<file path="src/gdfs_regs.svh">
// constants of the gate driver fault supervisor: offsets, fields, timing
// assumes a 50 MHz clock and an 8-bit register port with 4-bit address
`ifndef GDFS_REGS_SVH
`define GDFS_REGS_SVH

// register offsets
`define GDFS_A_FAULT 4'h0
`define GDFS_A_GSTAT 4'h1
`define GDFS_A_CFG1  4'h2
`define GDFS_A_CFG2  4'h3
`define GDFS_A_CFG3  4'h4
`define GDFS_A_CFG4  4'h5
`define GDFS_A_CMD   4'h6

// field positions
`define GDFS_CMD_CLR  0
`define GDFS_CMD_WDR  1
`define GDFS_C1_REC   2
`define GDFS_C1_OVSEL 3
`define GDFS_C1_CAL   5
`define GDFS_C2_GAIN  1:0
`define GDFS_C2_MUX   2
`define GDFS_C2_CCP   6:4
`define GDFS_C3_THR   5:0
`define GDFS_C3_MODE  6
`define GDFS_C4_TRIP  1:0

// reset value of every configuration register
`define GDFS_CFG_RST 8'h00

// timing
`define GDFS_CLK_MHZ  50
`define GDFS_FILT_US  64
`define GDFS_FILT_CYC (`GDFS_FILT_US * `GDFS_CLK_MHZ)
`define GDFS_DS_US    6
`define GDFS_DS_CYC   (`GDFS_DS_US * `GDFS_CLK_MHZ)
`define GDFS_HOLD_US  32
`define GDFS_HOLD_CYC (`GDFS_HOLD_US * `GDFS_CLK_MHZ)
`define GDFS_WD_MS    60
`define GDFS_WD_CYC   (`GDFS_WD_MS * 1000 * `GDFS_CLK_MHZ)
`define GDFS_CCP_NS   250
`define GDFS_CCP_CYC  ((`GDFS_CCP_NS * `GDFS_CLK_MHZ + 999) / 1000)

`endif

</file>
<file path="src/gdfs_pkg.sv">
// types shared by the fault supervisor modules
// assumes nothing beyond a SystemVerilog compiler
package gdfs_pkg;

  // state of one gate driver output stage
  typedef enum logic [1:0] {GDFS_SINK, GDFS_SOURCE, GDFS_RLOW} gdfs_drv_t;

  // raw comparator and control pins, all asynchronous to clk
  typedef struct packed {
    logic       en;        // enable, low means standby
    logic       ov_hi;     // supply above upper overvoltage level
    logic       ov_lo;     // supply above lower overvoltage level
    logic       uv;        // supply below undervoltage level
    logic       pump_low;  // pump output below its low level
    logic       temp_warn; // junction above warning level
    logic       temp_sd;   // junction above shutdown level (hysteresis)
    logic       ext_below; // sensor_or_shutoff_input below threshold
    logic [3:0] ds_over;   // drain-source drop above trip level
    logic       dir;       // direction
    logic       pwm;       // pwm
  } gdfs_pins_t;

  // latched fault flags
  typedef struct packed {
    logic       ov;
    logic       uv;
    logic       tw;
    logic       thermal_shutdown_flag;
    logic       guard_timeout_flag;
    logic       pump;
    logic       ext;
    logic [3:0] ds;
  } gdfs_flags_t;

endpackage

</file>
<file path="src/gdfs_filter.sv">
// one qualification filter: condition must hold limit+1 cycles in a row
// assumes cond is already synchronous to clk
`timescale 1ns/1ps
module gdfs_filter
  import gdfs_pkg::*;
(
  input  wire logic        clk,
  input  wire logic        rst_n,
  input  wire logic [11:0] limit,
  input  wire logic        cond,
  output logic             valid
);

  logic [11:0] cnt_q; // cycles the condition has held

  // any gap restarts the count, so glitches never qualify
  always_ff @(posedge clk or negedge rst_n) begin
    if (!rst_n) begin
      cnt_q <= 12'h000;
    end else if (!cond) begin
      cnt_q <= 12'h000;
    end else if (cnt_q != limit) begin
      cnt_q <= cnt_q + 12'h001;
    end
  end

  assign valid = cond && (cnt_q == limit);
endmodule

</file>
<file path="src/gdfs_top.sv">
// fault supervision and protection sequencing of a four driver H-bridge
// assumes pins arrive asynchronously, register port is on clk
//
// Added by the designer: the strobed register port and the placing of the registers.
`timescale 1ns/1ps
`include "gdfs_regs.svh"
module gdfs_top
  import gdfs_pkg::*;
#(
  parameter int WD_CYC = `GDFS_WD_CYC
)
(
  input  wire logic              clk,
  input  wire logic              rst_n,
  input  wire gdfs_pins_t        pins,
  input  wire logic              spi_stuck,
  input  wire logic [3:0]        reg_addr,
  input  wire logic [7:0]        reg_wdata,
  input  wire logic              reg_wr,
  input  wire logic              reg_rd,
  output logic      [7:0]        reg_rdata,
  output gdfs_drv_t [3:0]        gate_drv,
  output logic                   pump_en,
  output logic                   ov_thresh_sel,
  output logic      [1:0]        drain_trip_level,
  output logic      [5:0]        external_threshold_code,
  output logic                   sense_sel,
  output logic      [1:0]        sense_gain,
  output logic                   sense_cal
);

  int unsigned WD_LAST;
  assign WD_LAST = WD_CYC - 1;

  // reset and pin synchronisers
  logic       rst_s1_q;   // first reset stage
  logic       rst_i;      // released reset
  gdfs_pins_t pin_s1_q;   // first pin stage, read only by pin_s
  gdfs_pins_t pin_s;      // synchronised pins

  // configuration and status
  logic [7:0]  cfg1_q;    // recovery, ov select, calibration
  logic [7:0]  cfg2_q;    // gain, mux, dead time
  logic [7:0]  cfg3_q;    // threshold code, sensor mode
  logic [7:0]  cfg4_q;    // drain trip level
  gdfs_flags_t flg_q;     // latched flags
  gdfs_flags_t set_v;     // filtered set terms
  gdfs_flags_t keep_v;    // bits surviving this cycle
  logic        stuck_q;   // stuck_reset_flag, set at power-on
  logic        clr;       // status clear command
  logic        wdr;       // watchdog restart command

  // filtered conditions
  logic        ov_f;
  logic        uv_f;
  logic        tw_f;
  logic        tsd_f;
  logic        pump_f;
  logic        ext_f;
  logic [3:0]  ds_f;
  logic [3:0]  ds_cond;   // monitor gated by driver sourcing
  logic        ext_now;   // external overtemp as reported
  logic        sens_mode; // sensor_mode_select

  // watchdog
  logic [21:0] wd_cnt_q;
  logic        wd_hit;

  // driver sequencing
  logic        rl_all;    // resistive low demanded
  logic        sink_all;  // all drivers to sink
  logic [1:0]  hb_sink;   // per half bridge overload
  logic [3:0]  dem;       // drivers demanded by dir/pwm
  logic [3:0]  force_off; // fault overrides per driver
  logic [3:0]  on_q;      // driver through its dead time
  logic [6:0]  ccp_q [4]; // dead time counters
  logic [6:0]  ccp_lim;   // programmed dead time in cycles
  logic [10:0] rl_cnt_q;  // sink hold before resistive low
  logic        rl_done;
  gdfs_drv_t [3:0] gate_d;

  // reset release through two flops
  always_ff @(posedge clk or negedge rst_n) begin
    if (!rst_n) begin
      rst_s1_q <= 1'b0;
      rst_i    <= 1'b0;
    end else begin
      rst_s1_q <= 1'b1;
      rst_i    <= rst_s1_q;
    end
  end

  // pins pass two flops before any logic sees them
  always_ff @(posedge clk or negedge rst_i) begin
    if (!rst_i) begin
      pin_s1_q <= '0;
      pin_s    <= '0;
    end else begin
      pin_s1_q <= pins;
      pin_s    <= pin_s1_q;
    end
  end

  assign clr = reg_wr && (reg_addr == `GDFS_A_CMD)
               && reg_wdata[`GDFS_CMD_CLR];
  assign wdr = reg_wr && (reg_addr == `GDFS_A_CMD)
               && reg_wdata[`GDFS_CMD_WDR];

  // configuration writes; standby wipes the latched setup too
  always_ff @(posedge clk or negedge rst_i) begin
    if (!rst_i) begin
      cfg1_q <= `GDFS_CFG_RST;
      cfg2_q <= `GDFS_CFG_RST;
      cfg3_q <= `GDFS_CFG_RST;
      cfg4_q <= `GDFS_CFG_RST;
    end else if (!pin_s.en) begin
      cfg1_q <= `GDFS_CFG_RST;
      cfg2_q <= `GDFS_CFG_RST;
      cfg3_q <= `GDFS_CFG_RST;
      cfg4_q <= `GDFS_CFG_RST;
    end else if (reg_wr) begin
      if (reg_addr == `GDFS_A_CFG1) begin
        cfg1_q <= reg_wdata;
      end else if (reg_addr == `GDFS_A_CFG2) begin
        cfg2_q <= reg_wdata;
      end else if (reg_addr == `GDFS_A_CFG3) begin
        cfg3_q <= reg_wdata;
      end else if (reg_addr == `GDFS_A_CFG4) begin
        cfg4_q <= reg_wdata;
      end
    end
  end

  // analog setup straight from the registers
  assign ov_thresh_sel    = cfg1_q[`GDFS_C1_OVSEL];
  assign sense_cal        = cfg1_q[`GDFS_C1_CAL];
  assign sense_gain       = cfg2_q[`GDFS_C2_GAIN];
  assign sense_sel        = cfg2_q[`GDFS_C2_MUX];
  assign drain_trip_level = cfg4_q[`GDFS_C4_TRIP];
  assign external_threshold_code = cfg3_q[`GDFS_C3_THR];
  assign sens_mode        = cfg3_q[`GDFS_C3_MODE];

  // qualification filters on every diagnostic condition
  gdfs_filter u_ov (
    .clk   (clk),
    .rst_n (rst_i),
    .limit (12'(`GDFS_FILT_CYC)),
    .cond  (ov_thresh_sel ? pin_s.ov_hi : pin_s.ov_lo),
    .valid (ov_f)
  );
  gdfs_filter u_uv (
    .clk   (clk),
    .rst_n (rst_i),
    .limit (12'(`GDFS_FILT_CYC)),
    .cond  (pin_s.uv),
    .valid (uv_f)
  );
  gdfs_filter u_tw (
    .clk   (clk),
    .rst_n (rst_i),
    .limit (12'(`GDFS_FILT_CYC)),
    .cond  (pin_s.temp_warn),
    .valid (tw_f)
  );
  gdfs_filter u_tsd (
    .clk   (clk),
    .rst_n (rst_i),
    .limit (12'(`GDFS_FILT_CYC)),
    .cond  (pin_s.temp_sd),
    .valid (tsd_f)
  );
  // pump filter time reuses the common qualification length
  gdfs_filter u_pump (
    .clk   (clk),
    .rst_n (rst_i),
    .limit (12'(`GDFS_FILT_CYC)),
    .cond  (pin_s.pump_low),
    .valid (pump_f)
  );
  gdfs_filter u_ext (
    .clk   (clk),
    .rst_n (rst_i),
    .limit (12'(`GDFS_FILT_CYC)),
    .cond  (pin_s.ext_below && sens_mode),
    .valid (ext_f)
  );

  // drain monitor counts only while the stage sources
  for (genvar g = 0; g < 4; g++) begin : g_ds
    assign ds_cond[g] = pin_s.ds_over[g]
                        && (gate_drv[g] == GDFS_SOURCE);
    gdfs_filter u_ds (
      .clk   (clk),
      .rst_n (rst_i),
      .limit (12'(`GDFS_DS_CYC)),
      .cond  (ds_cond[g]),
      .valid (ds_f[g])
    );
  end

  // watchdog: software restarts, a miss sets the timeout
  always_ff @(posedge clk or negedge rst_i) begin
    if (!rst_i) begin
      wd_cnt_q <= 22'h00_0000;
    end else if (!pin_s.en || wdr || flg_q.guard_timeout_flag) begin
      wd_cnt_q <= 22'h00_0000;
    end else begin
      wd_cnt_q <= wd_cnt_q + 22'h00_0001;
    end
  end
  assign wd_hit = (32'(wd_cnt_q) == WD_LAST) && pin_s.en;

  // set terms and what a clear leaves behind
  always_comb begin
    set_v      = '0;
    set_v.ov   = ov_f;
    set_v.uv   = uv_f;
    set_v.tw   = tw_f;
    set_v.thermal_shutdown_flag  = tsd_f;
    set_v.guard_timeout_flag = wd_hit;
    set_v.pump = pump_f;
    set_v.ext  = ext_f;
    set_v.ds   = ds_f;
    keep_v     = clr ? '0 : flg_q;
    if (!sens_mode) begin
      keep_v.ext = 1'b0; // active-off never latches
    end
  end

  // flags: set wins over clear, so live faults survive a clear
  always_ff @(posedge clk or negedge rst_i) begin
    if (!rst_i) begin
      flg_q <= '0;
    end else if (!pin_s.en) begin
      flg_q <= '0;
    end else begin
      flg_q <= keep_v | set_v;
    end
  end

  // stuck flag: up at power-on or stuck input, down on any write
  always_ff @(posedge clk or negedge rst_i) begin
    if (!rst_i) begin
      stuck_q <= 1'b1;
    end else if (spi_stuck) begin
      stuck_q <= 1'b1;
    end else if (reg_wr) begin
      stuck_q <= 1'b0;
    end
  end

  // active-off follows the pin with no filter and no latch
  assign ext_now = sens_mode ? flg_q.ext : pin_s.ext_below;

  // pump: supply faults stop it; recovery bit picks the restart
  always_ff @(posedge clk or negedge rst_i) begin
    if (!rst_i) begin
      pump_en <= 1'b0;
    end else if (!pin_s.en || flg_q.thermal_shutdown_flag) begin
      pump_en <= 1'b0;
    end else if (cfg1_q[`GDFS_C1_REC]) begin
      pump_en <= !(flg_q.ov || flg_q.uv);
    end else begin
      pump_en <= !(ov_f || uv_f);
    end
  end

  // protective demands; temperature warning deliberately absent
  assign rl_all   = !pin_s.en || flg_q.thermal_shutdown_flag || flg_q.pump
                    || stuck_q;
  assign sink_all = ext_now || flg_q.guard_timeout_flag || flg_q.ov
                    || flg_q.uv;
  assign hb_sink  = {|flg_q.ds[3:2], |flg_q.ds[1:0]};
  assign rl_done  = (rl_cnt_q == 11'(`GDFS_HOLD_CYC));

  // sink hold before resistive low; power-on starts already done
  always_ff @(posedge clk or negedge rst_i) begin
    if (!rst_i) begin
      rl_cnt_q <= 11'(`GDFS_HOLD_CYC);
    end else if (!rl_all) begin
      rl_cnt_q <= 11'h000;
    end else if (!rl_done) begin
      rl_cnt_q <= rl_cnt_q + 11'h001;
    end
  end

  // bits: 0 high 1, 1 low 1, 2 high 2, 3 low 2; active low freewheel
  assign dem = pin_s.pwm ? (pin_s.dir ? 4'b1001 : 4'b0110) : 4'b1010;
  assign ccp_lim = 7'({4'h0, cfg2_q[`GDFS_C2_CCP]}
                      * 7'(`GDFS_CCP_CYC));
  assign force_off = {4{rl_all || sink_all}}
                     | {{2{hb_sink[1]}}, {2{hb_sink[0]}}};

  // dead time: a stage turns on only after its partner is off
  always_ff @(posedge clk or negedge rst_i) begin
    if (!rst_i) begin
      on_q <= 4'h0;
      for (int i = 0; i < 4; i++) begin
        ccp_q[i] <= 7'h00;
      end
    end else begin
      for (int i = 0; i < 4; i++) begin
        if (!dem[i] || force_off[i]) begin
          on_q[i]  <= 1'b0;
          ccp_q[i] <= 7'h00;
        end else if (!on_q[i] && !on_q[i ^ 1]) begin
          if (ccp_q[i] >= ccp_lim) begin
            on_q[i] <= 1'b1;
          end else begin
            ccp_q[i] <= ccp_q[i] + 7'h01;
          end
        end
      end
    end
  end

  // final stage state, resistive low over sink over normal
  always_comb begin
    for (int i = 0; i < 4; i++) begin
      if (rl_all) begin
        gate_d[i] = rl_done ? GDFS_RLOW : GDFS_SINK;
      end else if (force_off[i] || !on_q[i]) begin
        gate_d[i] = GDFS_SINK;
      end else begin
        gate_d[i] = GDFS_SOURCE;
      end
    end
  end

  // registered stage outputs
  always_ff @(posedge clk or negedge rst_i) begin
    if (!rst_i) begin
      gate_drv <= '{default: GDFS_RLOW};
    end else begin
      gate_drv <= gate_d;
    end
  end

  // read port: data one cycle after the strobe, unmapped reads zero
  always_ff @(posedge clk or negedge rst_i) begin
    if (!rst_i) begin
      reg_rdata <= 8'h00;
    end else if (!reg_rd) begin
      reg_rdata <= 8'h00;
    end else if (reg_addr == `GDFS_A_FAULT) begin
      reg_rdata <= {flg_q.ds, 2'b00, ext_now, flg_q.pump};
    end else if (reg_addr == `GDFS_A_GSTAT) begin
      reg_rdata <= {(stuck_q | flg_q.thermal_shutdown_flag | flg_q.tw | flg_q.uv
                     | flg_q.ov | flg_q.guard_timeout_flag), 1'b0, stuck_q,
                    flg_q.thermal_shutdown_flag, flg_q.tw, flg_q.uv, flg_q.ov,
                    flg_q.guard_timeout_flag};
    end else if (reg_addr == `GDFS_A_CFG1) begin
      reg_rdata <= cfg1_q;
    end else if (reg_addr == `GDFS_A_CFG2) begin
      reg_rdata <= cfg2_q;
    end else if (reg_addr == `GDFS_A_CFG3) begin
      reg_rdata <= cfg3_q;
    end else if (reg_addr == `GDFS_A_CFG4) begin
      reg_rdata <= cfg4_q;
    end else begin
      reg_rdata <= 8'h00;
    end
  end
endmodule

</file>
<file path="config.mk">
export PLATFORM = sky130hd
export DESIGN_NAME = gdfs_top
export DESIGN_NICKNAME = d
export VERILOG_FILES = /design/src/gdfs_pkg.sv /design/src/gdfs_filter.sv /design/src/gdfs_top.sv
export VERILOG_INCLUDE_DIRS = /design/src
export SDC_FILE = /design/constraint.sdc
export NUM_CORES = 1
export LEC_CHECK = 0
export BUFFER_PORTS_ARGS = -buffer_cell sky130_fd_sc_hd__clkbuf_2
export CORE_MARGIN = 2
export CORE_UTILIZATION = 55
export DETAILED_ROUTE_END_ITERATION = 10
export HOLD_SLACK_MARGIN = 0.03
export PLACE_DENSITY = 0.74
export RECOVER_POWER = 25
export SKIP_LAST_GASP = 1
export SYNTH_ARGS = -nofsm -noshare
export SYNTH_HDL_FRONTEND = slang
export SYNTH_HIERARCHICAL = 1
export SYNTH_SLANG_ARGS = --single-unit
</file>
<file path="constraint.sdc">
create_clock -name clk -period 8.9 [get_ports clk]
set_clock_uncertainty 0.1 [all_clocks]
set_input_delay 0.89 -clock clk [delete_from_list [all_inputs] [get_ports clk]]
set_output_delay 0.89 -clock clk [all_outputs]
set_load 0.01 [all_outputs]
</file>
== Word level (Yosys, flattened, before mapping) ==
Cells that the tools add are included.
W data, S select, Z words.

* Register bits: 276
* Input port bits: 31
* Output and inout bits: 30
* Word-level logic and storage cells: 313

* Add/sub/neg operators: 16
* Multipliers: 1
* Magnitude comparators: 4
* Equal/unequal tests: 55
* Multiplexer cells: 92
* Bitwise logic cells: 7
* Reduce and logical (&&, ||, !) cells: 75

{| class="wikitable"
|+ Operators by type and width
! cell !! count
|-
| $mux W12 || 20
|-
| $mux W8 || 25
|-
| $add A12 B1 Y12 const B || 10
|-
| $mux W7 || 12
|-
| $eq A12 B12 Y1 const B || 6
|-
| $ne A12 B12 Y1 const B || 6
|-
| $eq A12 B9 Y1 const B || 4
|-
| $ne A12 B9 Y1 const B || 4
|-
| $mux W11 || 4
|-
| $ne A2 B2 Y1 const B || 15
|-
| $add A7 B1 Y7 const B || 4
|-
| $ge A7 B7 Y1 || 4
|-
| $mux W1 || 23
|-
| $add A22 B1 Y22 const B || 1
|-
| $eq A22 B22 Y1 const B || 1
|-
| $mux W22 || 1
|-
| $logic_and A1 B1 Y1 || 21
|-
| $logic_or A1 B1 Y1 || 19
|-
| $reduce_and A2 Y1 || 9
|-
| $reduce_bool A2 Y1 || 9
|-
| $ne A2 B1 Y1 const B || 8
|-
| $eq A4 B3 Y1 const B || 3
|-
| $add A11 B1 Y11 const B || 1
|-
| $eq A11 B11 Y1 const B || 1
|-
| 15 further kinds || 39
|}

== Depth between registers and ports, before layout ==
* Word-level depth: 9
* Depth in mapped cells: 13
* Gate-level depth less buffers: 12

== By module ==
The synthesis kept the hierarchy.

{| class="wikitable"
|+ By module, submodules not included
! module !! times used !! cells each !! area each (µm²) !! sequential area each (µm²)
|-
| gdfs_top || 1 || 732 || 7562.3 || 3834.9
|-
| gdfs_filter (g_ds[0].u_ds ...) || 9 || 90 || 804.5 || 300.3
|-
| gdfs_filter (u_tw) || 1 || 89 || 783.3 || 300.3
|}

== Worst setup path after synthesis ==
OpenSTA, ideal clock, no wires.

* Path kind: register to register
* Start point: register cfg2_q[5]
* End point: register ccp_q[12] (netlist name)
* Library setup time: 0.081 ns
* Arrival time: 2.954 ns
* Required time: 8.719 ns
* Slack: 5.765 ns
* Cell stages (with the launch flop): 13
* Buffers on the path: 0
* Period minus slack after synthesis: 3.135 ns
* Cells stage by stage: dfrtp_1 inv_1 ha_1 inv_1 ha_1 a21oi_4 inv_1 a21oi_1 ha_1 a31oi_2 o311ai_2 or4_1 a21oi_1

* Word-level cells in the longest chain between the ends: 4

{| class="wikitable"
|+ Ends and longest elaborated chain
! item !! line !! RTL
|-
| start, declared || gdfs_top.sv:43 || <nowiki>logic [7:0] cfg2_q;</nowiki>
|-
| start signal, assigned || gdfs_top.sv:113 || <nowiki>cfg2_q <= `GDFS_CFG_RST;</nowiki>
|-
| start signal, assigned || gdfs_top.sv:118 || <nowiki>cfg2_q <= `GDFS_CFG_RST;</nowiki>
|-
| start signal, assigned || gdfs_top.sv:125 || <nowiki>cfg2_q <= reg_wdata;</nowiki>
|-
| $mul A3 B4 Y7 || gdfs_top.sv:289 || <nowiki>assign ccp_lim = 7'({4'h0, cfg2_q[`GDFS_C2_CCP]}</nowiki>
|-
| $ge A7 B7 Y1 || gdfs_top.sv:307 || <nowiki>if (ccp_q[i] >= ccp_lim) begin</nowiki>
|-
| $ne A2 B2 Y1 (no source line) || -- ||
|-
| $reduce_and A2 Y1 (no source line) || -- ||
|-
| end signal, assigned by index || gdfs_top.sv:310 || <nowiki>ccp_q[i] <= ccp_q[i] + 7'h01;</nowiki>
|-
| end, declared || gdfs_top.sv:76 || <nowiki>logic [6:0] ccp_q [4];</nowiki>
|}

Every way passes these cells.
A chain may end at the register's enable or synchronous reset.

== Final worst setup path ==
* Start point: register pin_s[13] (netlist name)
* End point: register ccp_q[6] (netlist name)

* Word-level cells in the longest chain between the ends: 9
* Elaborated cells between the ends (all ways): 11
* Those cells by class: 1 x eq/ne; 1 x mux; 1 x bitwise; 8 x reduce/logical

{| class="wikitable"
|+ Ends and longest elaborated chain
! item !! line !! RTL
|-
| start, declared || gdfs_top.sv:39 || <nowiki>gdfs_pins_t pin_s;</nowiki>
|-
| start signal, assigned || gdfs_top.sv:100 || <nowiki>pin_s <= pin_s1_q;</nowiki>
|-
| $logic_not A1 Y1 * || gdfs_top.sv:269 || <nowiki>assign rl_all = !pin_s.en || flg_q.thermal_shutdown_flag || flg_q.pump</nowiki>
|-
| $logic_or A1 B1 Y1 * (2 in series) || gdfs_top.sv:269 ||
|-
| $logic_or A1 B1 Y1 * || gdfs_top.sv:270 || <nowiki>|| stuck_q;</nowiki>
|-
| $logic_or A1 B1 Y1 * || gdfs_top.sv:291 || <nowiki>assign force_off = {4{rl_all || sink_all}}</nowiki>
|-
| $or A4 B4 Y4 * || gdfs_top.sv:292 || <nowiki>| {{2{hb_sink[1]}}, {2{hb_sink[0]}}};</nowiki>
|-
| $logic_or A1 B1 Y1 * || gdfs_top.sv:303 || <nowiki>if (!dem[i] || force_off[i]) begin</nowiki>
|-
| $ne A2 B2 Y1 (no source line) / $reduce_bool A2 Y1 (equally long branches) || -- ||
|-
| $reduce_and A2 Y1 (no source line) || -- ||
|}

Mark *: on every way between the ends. The rest lies on a longest branch, timed or not.

==> impl_metrics.py <==
metrics = {
    "outcome": {
        "status": "complete, but fails checks",
        "violations": "max-capacitance violations, max-slew violations",
    },
    "die": {
        "die_w_um": 172.3,
        "start_util": 0.5595,
        "fp.dieH_um": 172.3,
        "ioPinCount": 61,
        "die_area_mm2": 0.02970,
        "core_mm2": 0.02786,
        "rows": 61,
    },
    "drt": {
        "drtIter0Drc": 858,
        "routed_wirelength_mm": 33.43,
        "vias_per_cell": 5.562,
        "drt_pass1_iterations": 5,
        "drc_errors": 0,
        "wl_per_cell_um": 15.30,
        "ant_nets": 0,
        "via_count": 12150,
    },
    "worst_setup_path": {
        "r2r-start": "pin_s[13]",
        "cp.required_ns": 9.27,
        "crit_fanout": 46,
        "crit_path_max_incr_delay_ns": 1.71,
        "path_class": "flip-flop to flip-flop",
        "worstPathArrival_ns": 5.48,
        "startpoint": "pin_s[13]",
        "crit_path_end_kind": "flip-flop",
        "worst_setup_path_start_kind": "flip-flop",
        "crit_slowest_cell": "nor4b_1",
        "crit_chain": "clkbuf_1, nor4b_1, nand3_1, nor3_1, o21ai_1, a21oi_1",
        "r2r_cells": 6,
    },
    "global_route": {
        "antenna_found_initial": 2,
        "grt_overflow": 0,
        "grt_pass1_vias": 11610,
        "grt_max_degree": 74,
        "track_usage": 0.2302,
        "grt_pass1_wl_mm": 56.26,
    },
    "power_and_ir_drop": {
        "vdd_drop_max_mv": 0.1565,
        "p_per_area_mw_per_mm2": 162.3,
        "power_mw": 2.850,
        "p_leak_nw": 7.595,
    },
    "synthesis": {
        "synth_edf_count": 0,
        "synth_top_area_frac": 0.4303,
        "muxShareOfSynthArea": 0.02713,
        "synth_seq_cells": 273,
        "yosysTopAreaCell": "dfrtp_1",
        "synth_top_family_by_area": "simple AND/OR/NAND/NOR gates",
        "ys.warnings.count": 6,
        "synth_flop_cell": "dfrtp_1",
        "yosys.area_share.simple": 0.2375,
        "yosys.area_share.adder": 0.03853,
        "synth_area_leaders": "dfrtp_1 (43%), xnor2_1 (6.7%), nand3_1 (4.2%), ha_1 (3.9%), nand2_1 (3.8%)",
        "syn_area_mm2": 0.01559,
        "synth_cells": 1631,
        "synth-xor-area-share": 0.09151,
        "async_flop_share": 1.000,
        "ys_types": 69,
        "synth-compound-area-share": 0.1285,
        "ys_seq_area_frac": 0.4387,
        "syn_area_per_cell_um2": 9.556,
    },
    "finish": {
        "nets": 1860,
        "areaGrowthSynthToFinish_pct": 12.68,
        "drive_above_1_share": 0.08199,
    },
    "timing": {
        "maxSlewHeadroom": -0.8605,
        "period_share": 0.5745,
        "finalSetupViolCount": 0,
        "tns_ns": 0,
        "finalMaxSlewViolations": 151,
        "rsz0062_at_grt": "no",
        "max_freq_mhz": 195.6,
        "min_period_ns": 5.113,
        "tightestPinTransition_ns": 2.791,
        "finalHoldViolCount": 0,
    },
    "clocking": {
        "numCtsBuffers": 30,
        "cts_num_sinks": 273,
        "cts_hold_buffers": 1,
        "cts_resized": 0,
        "cts_tree": "built",
        "cts_max_level": 1,
        "clk_latency_ns": 0.57,
        "cts_setup_buffers": 0,
        "root_buffer": "clkbuf_16",
        "clockBufferDepth": 3,
        "clk_pin_slew_ns": 0.06,
    },
    "job": {
        "cap_violations": 4,
    },
    "placed_design": {
        "gp_congestion": 0.8793,
        "place_hpwl_mm": 23.11,
        "port_buffers": 60,
    },
    "hold_path": {
        "worstHoldPathCells": 0,
        "hold_start": "pin_s1_q[8]",
        "hp-class": "flip-flop to flip-flop",
    },
}
[registers in the layout, summed over array words and instances (netlist names), 4 cells and up]
| signal | cells |
|---|---|
| ccp_q | 28 |
| cfg1_q | 8 |
| cfg2_q | 8 |
| cfg3_q | 8 |
| cfg4_q | 8 |
| flg_q | 11 |
| g_ds.u_ds/cnt_q | 48 |
| gate_drv | 5 |
| on_q | 4 |
| pin_s | 14 |
| pin_s1_q | 14 |
| reg_rdata | 8 |
| rl_cnt_q | 11 |
| u_ext/cnt_q | 12 |
| u_ov/cnt_q | 12 |
| u_pump/cnt_q | 12 |
| u_tsd/cnt_q | 12 |
| u_tw/cnt_q | 12 |
| u_uv/cnt_q | 12 |
| wd_cnt_q | 22 |
[metal layers]
layer / global-route usage / share of wire
met1: 0.3160 / 0.45
met2: 0.3725 / 0.47
met3: 0.03937 / 0.052
met4: 0.07417 / 0.026
met5: 0 / 0
[report_power, final]
| group | internal, mW | switching, mW | total [mW] | leakage, nW |
|---|---|---|---|---|
| combinational | 0.0673 | 0.104 | 0.171 | 3.36 |
| sequential | 1.27 | 0.0365 | 1.30 | 3.70 |
| clock | 0.859 | 0.516 | 1.37 | 0.534 |
[layout by cell type (no fill, tap or decap), drive strengths merged, types with 31 or more instances in the layout]
cell,count
nand3,131
nor2,94
ha,48
nand2,156
xor2,34
nor2b,53
xnor2,119
inv,59
nand4,45
o21ai,110
dfrtp,268
a21oi,62
conb,121
clkbuf,101
mux2i,31
[layout make-up]
cell class	count	area, um^2
Fill cell	2311	10300
Multi-Input combinational cell	1349	8588
Sequential cell	273	6838
Clock buffer	40	828.3
Tap cell	378	473.0
Timing Repair Buffer	69	331.6
Clock inverter	16	280.3
Inverter	58	217.7
Antenna cell	2	5.005
[per-stage QoR]
stage / util / setup WS, ns / cells / cell area (um^2) / hold slack, ns
after CTS: 0.6325 / 5.072 / 2183 / 17620 / 0.2391
after global placement: 0.5924 / 5.265 / 2126 / 16500 / 0.2326
final: 0.6304 / 3.787 / 2185 / 17560 / 0.2349
after global routing: 0.6304 / 3.180 / 2185 / 17560 / 0.2535
after floorplan: - / 0.6372 / 1750 / 16030 / 0.2312
after detailed placement: 0.5924 / 5.103 / 2126 / 16500 / 0.2363
[cell usage after synthesis, drive strengths merged (2+ instances only)]
master and instances:
dfrtp 268, or4 18, a22oi 3, dfstp 5, and2 23, a22o 22
o22ai 9, mux2i 31, or2 19, o2bb2ai 3, nor2 94, conb 2
a21boi 17, ha 48, or3 28, xnor3 3, mux2 8, clkbuf 28
nor3 10, inv 58, nand3 131, o31ai 26, nor2b 53, xnor2 119
nand2 156, or4b 18, a31oi 9, nand4 45, a21oi 62, nand3b 5
and4 3, o41ai 9, xor2 34, a222oi 3, and3 19, buf 42
nor4 17, a21o 23, o21ai 110, o211ai 3, o21a 9, and2b 2
a32oi 2, nand2b 22, nor4b 4
[cell families after synthesis]
group | count (synthesis)
flops | 273
buf+inv | 128
fa+ha+maj | 48
compound gates | 316
simple gates | 668
xor+xnor | 156
other cells | 2
mux | 40
[worst paths after layout]
check	to	slack, ns
max in group asynchronous	g_ds[1].u_ds/cnt_q[5]	4.74
worst min register to register	pin_s[8]	0.23
worst min-delay path	pin_s[8]	0.23
min in group asynchronous	rst_i	0.54
worst max-delay path	ccp_q[6]	3.79
worst max register to register	ccp_q[6]	3.79
[critical path: cells and delay by family (launching register included)]
family / cells / cell delay [ns]
flops: 1 / 0.32
buf+inv: 1 / 1.15
compound gates: 2 / 0.60
simple gates: 3 / 2.83
Power figures use the tool's default switching activity.
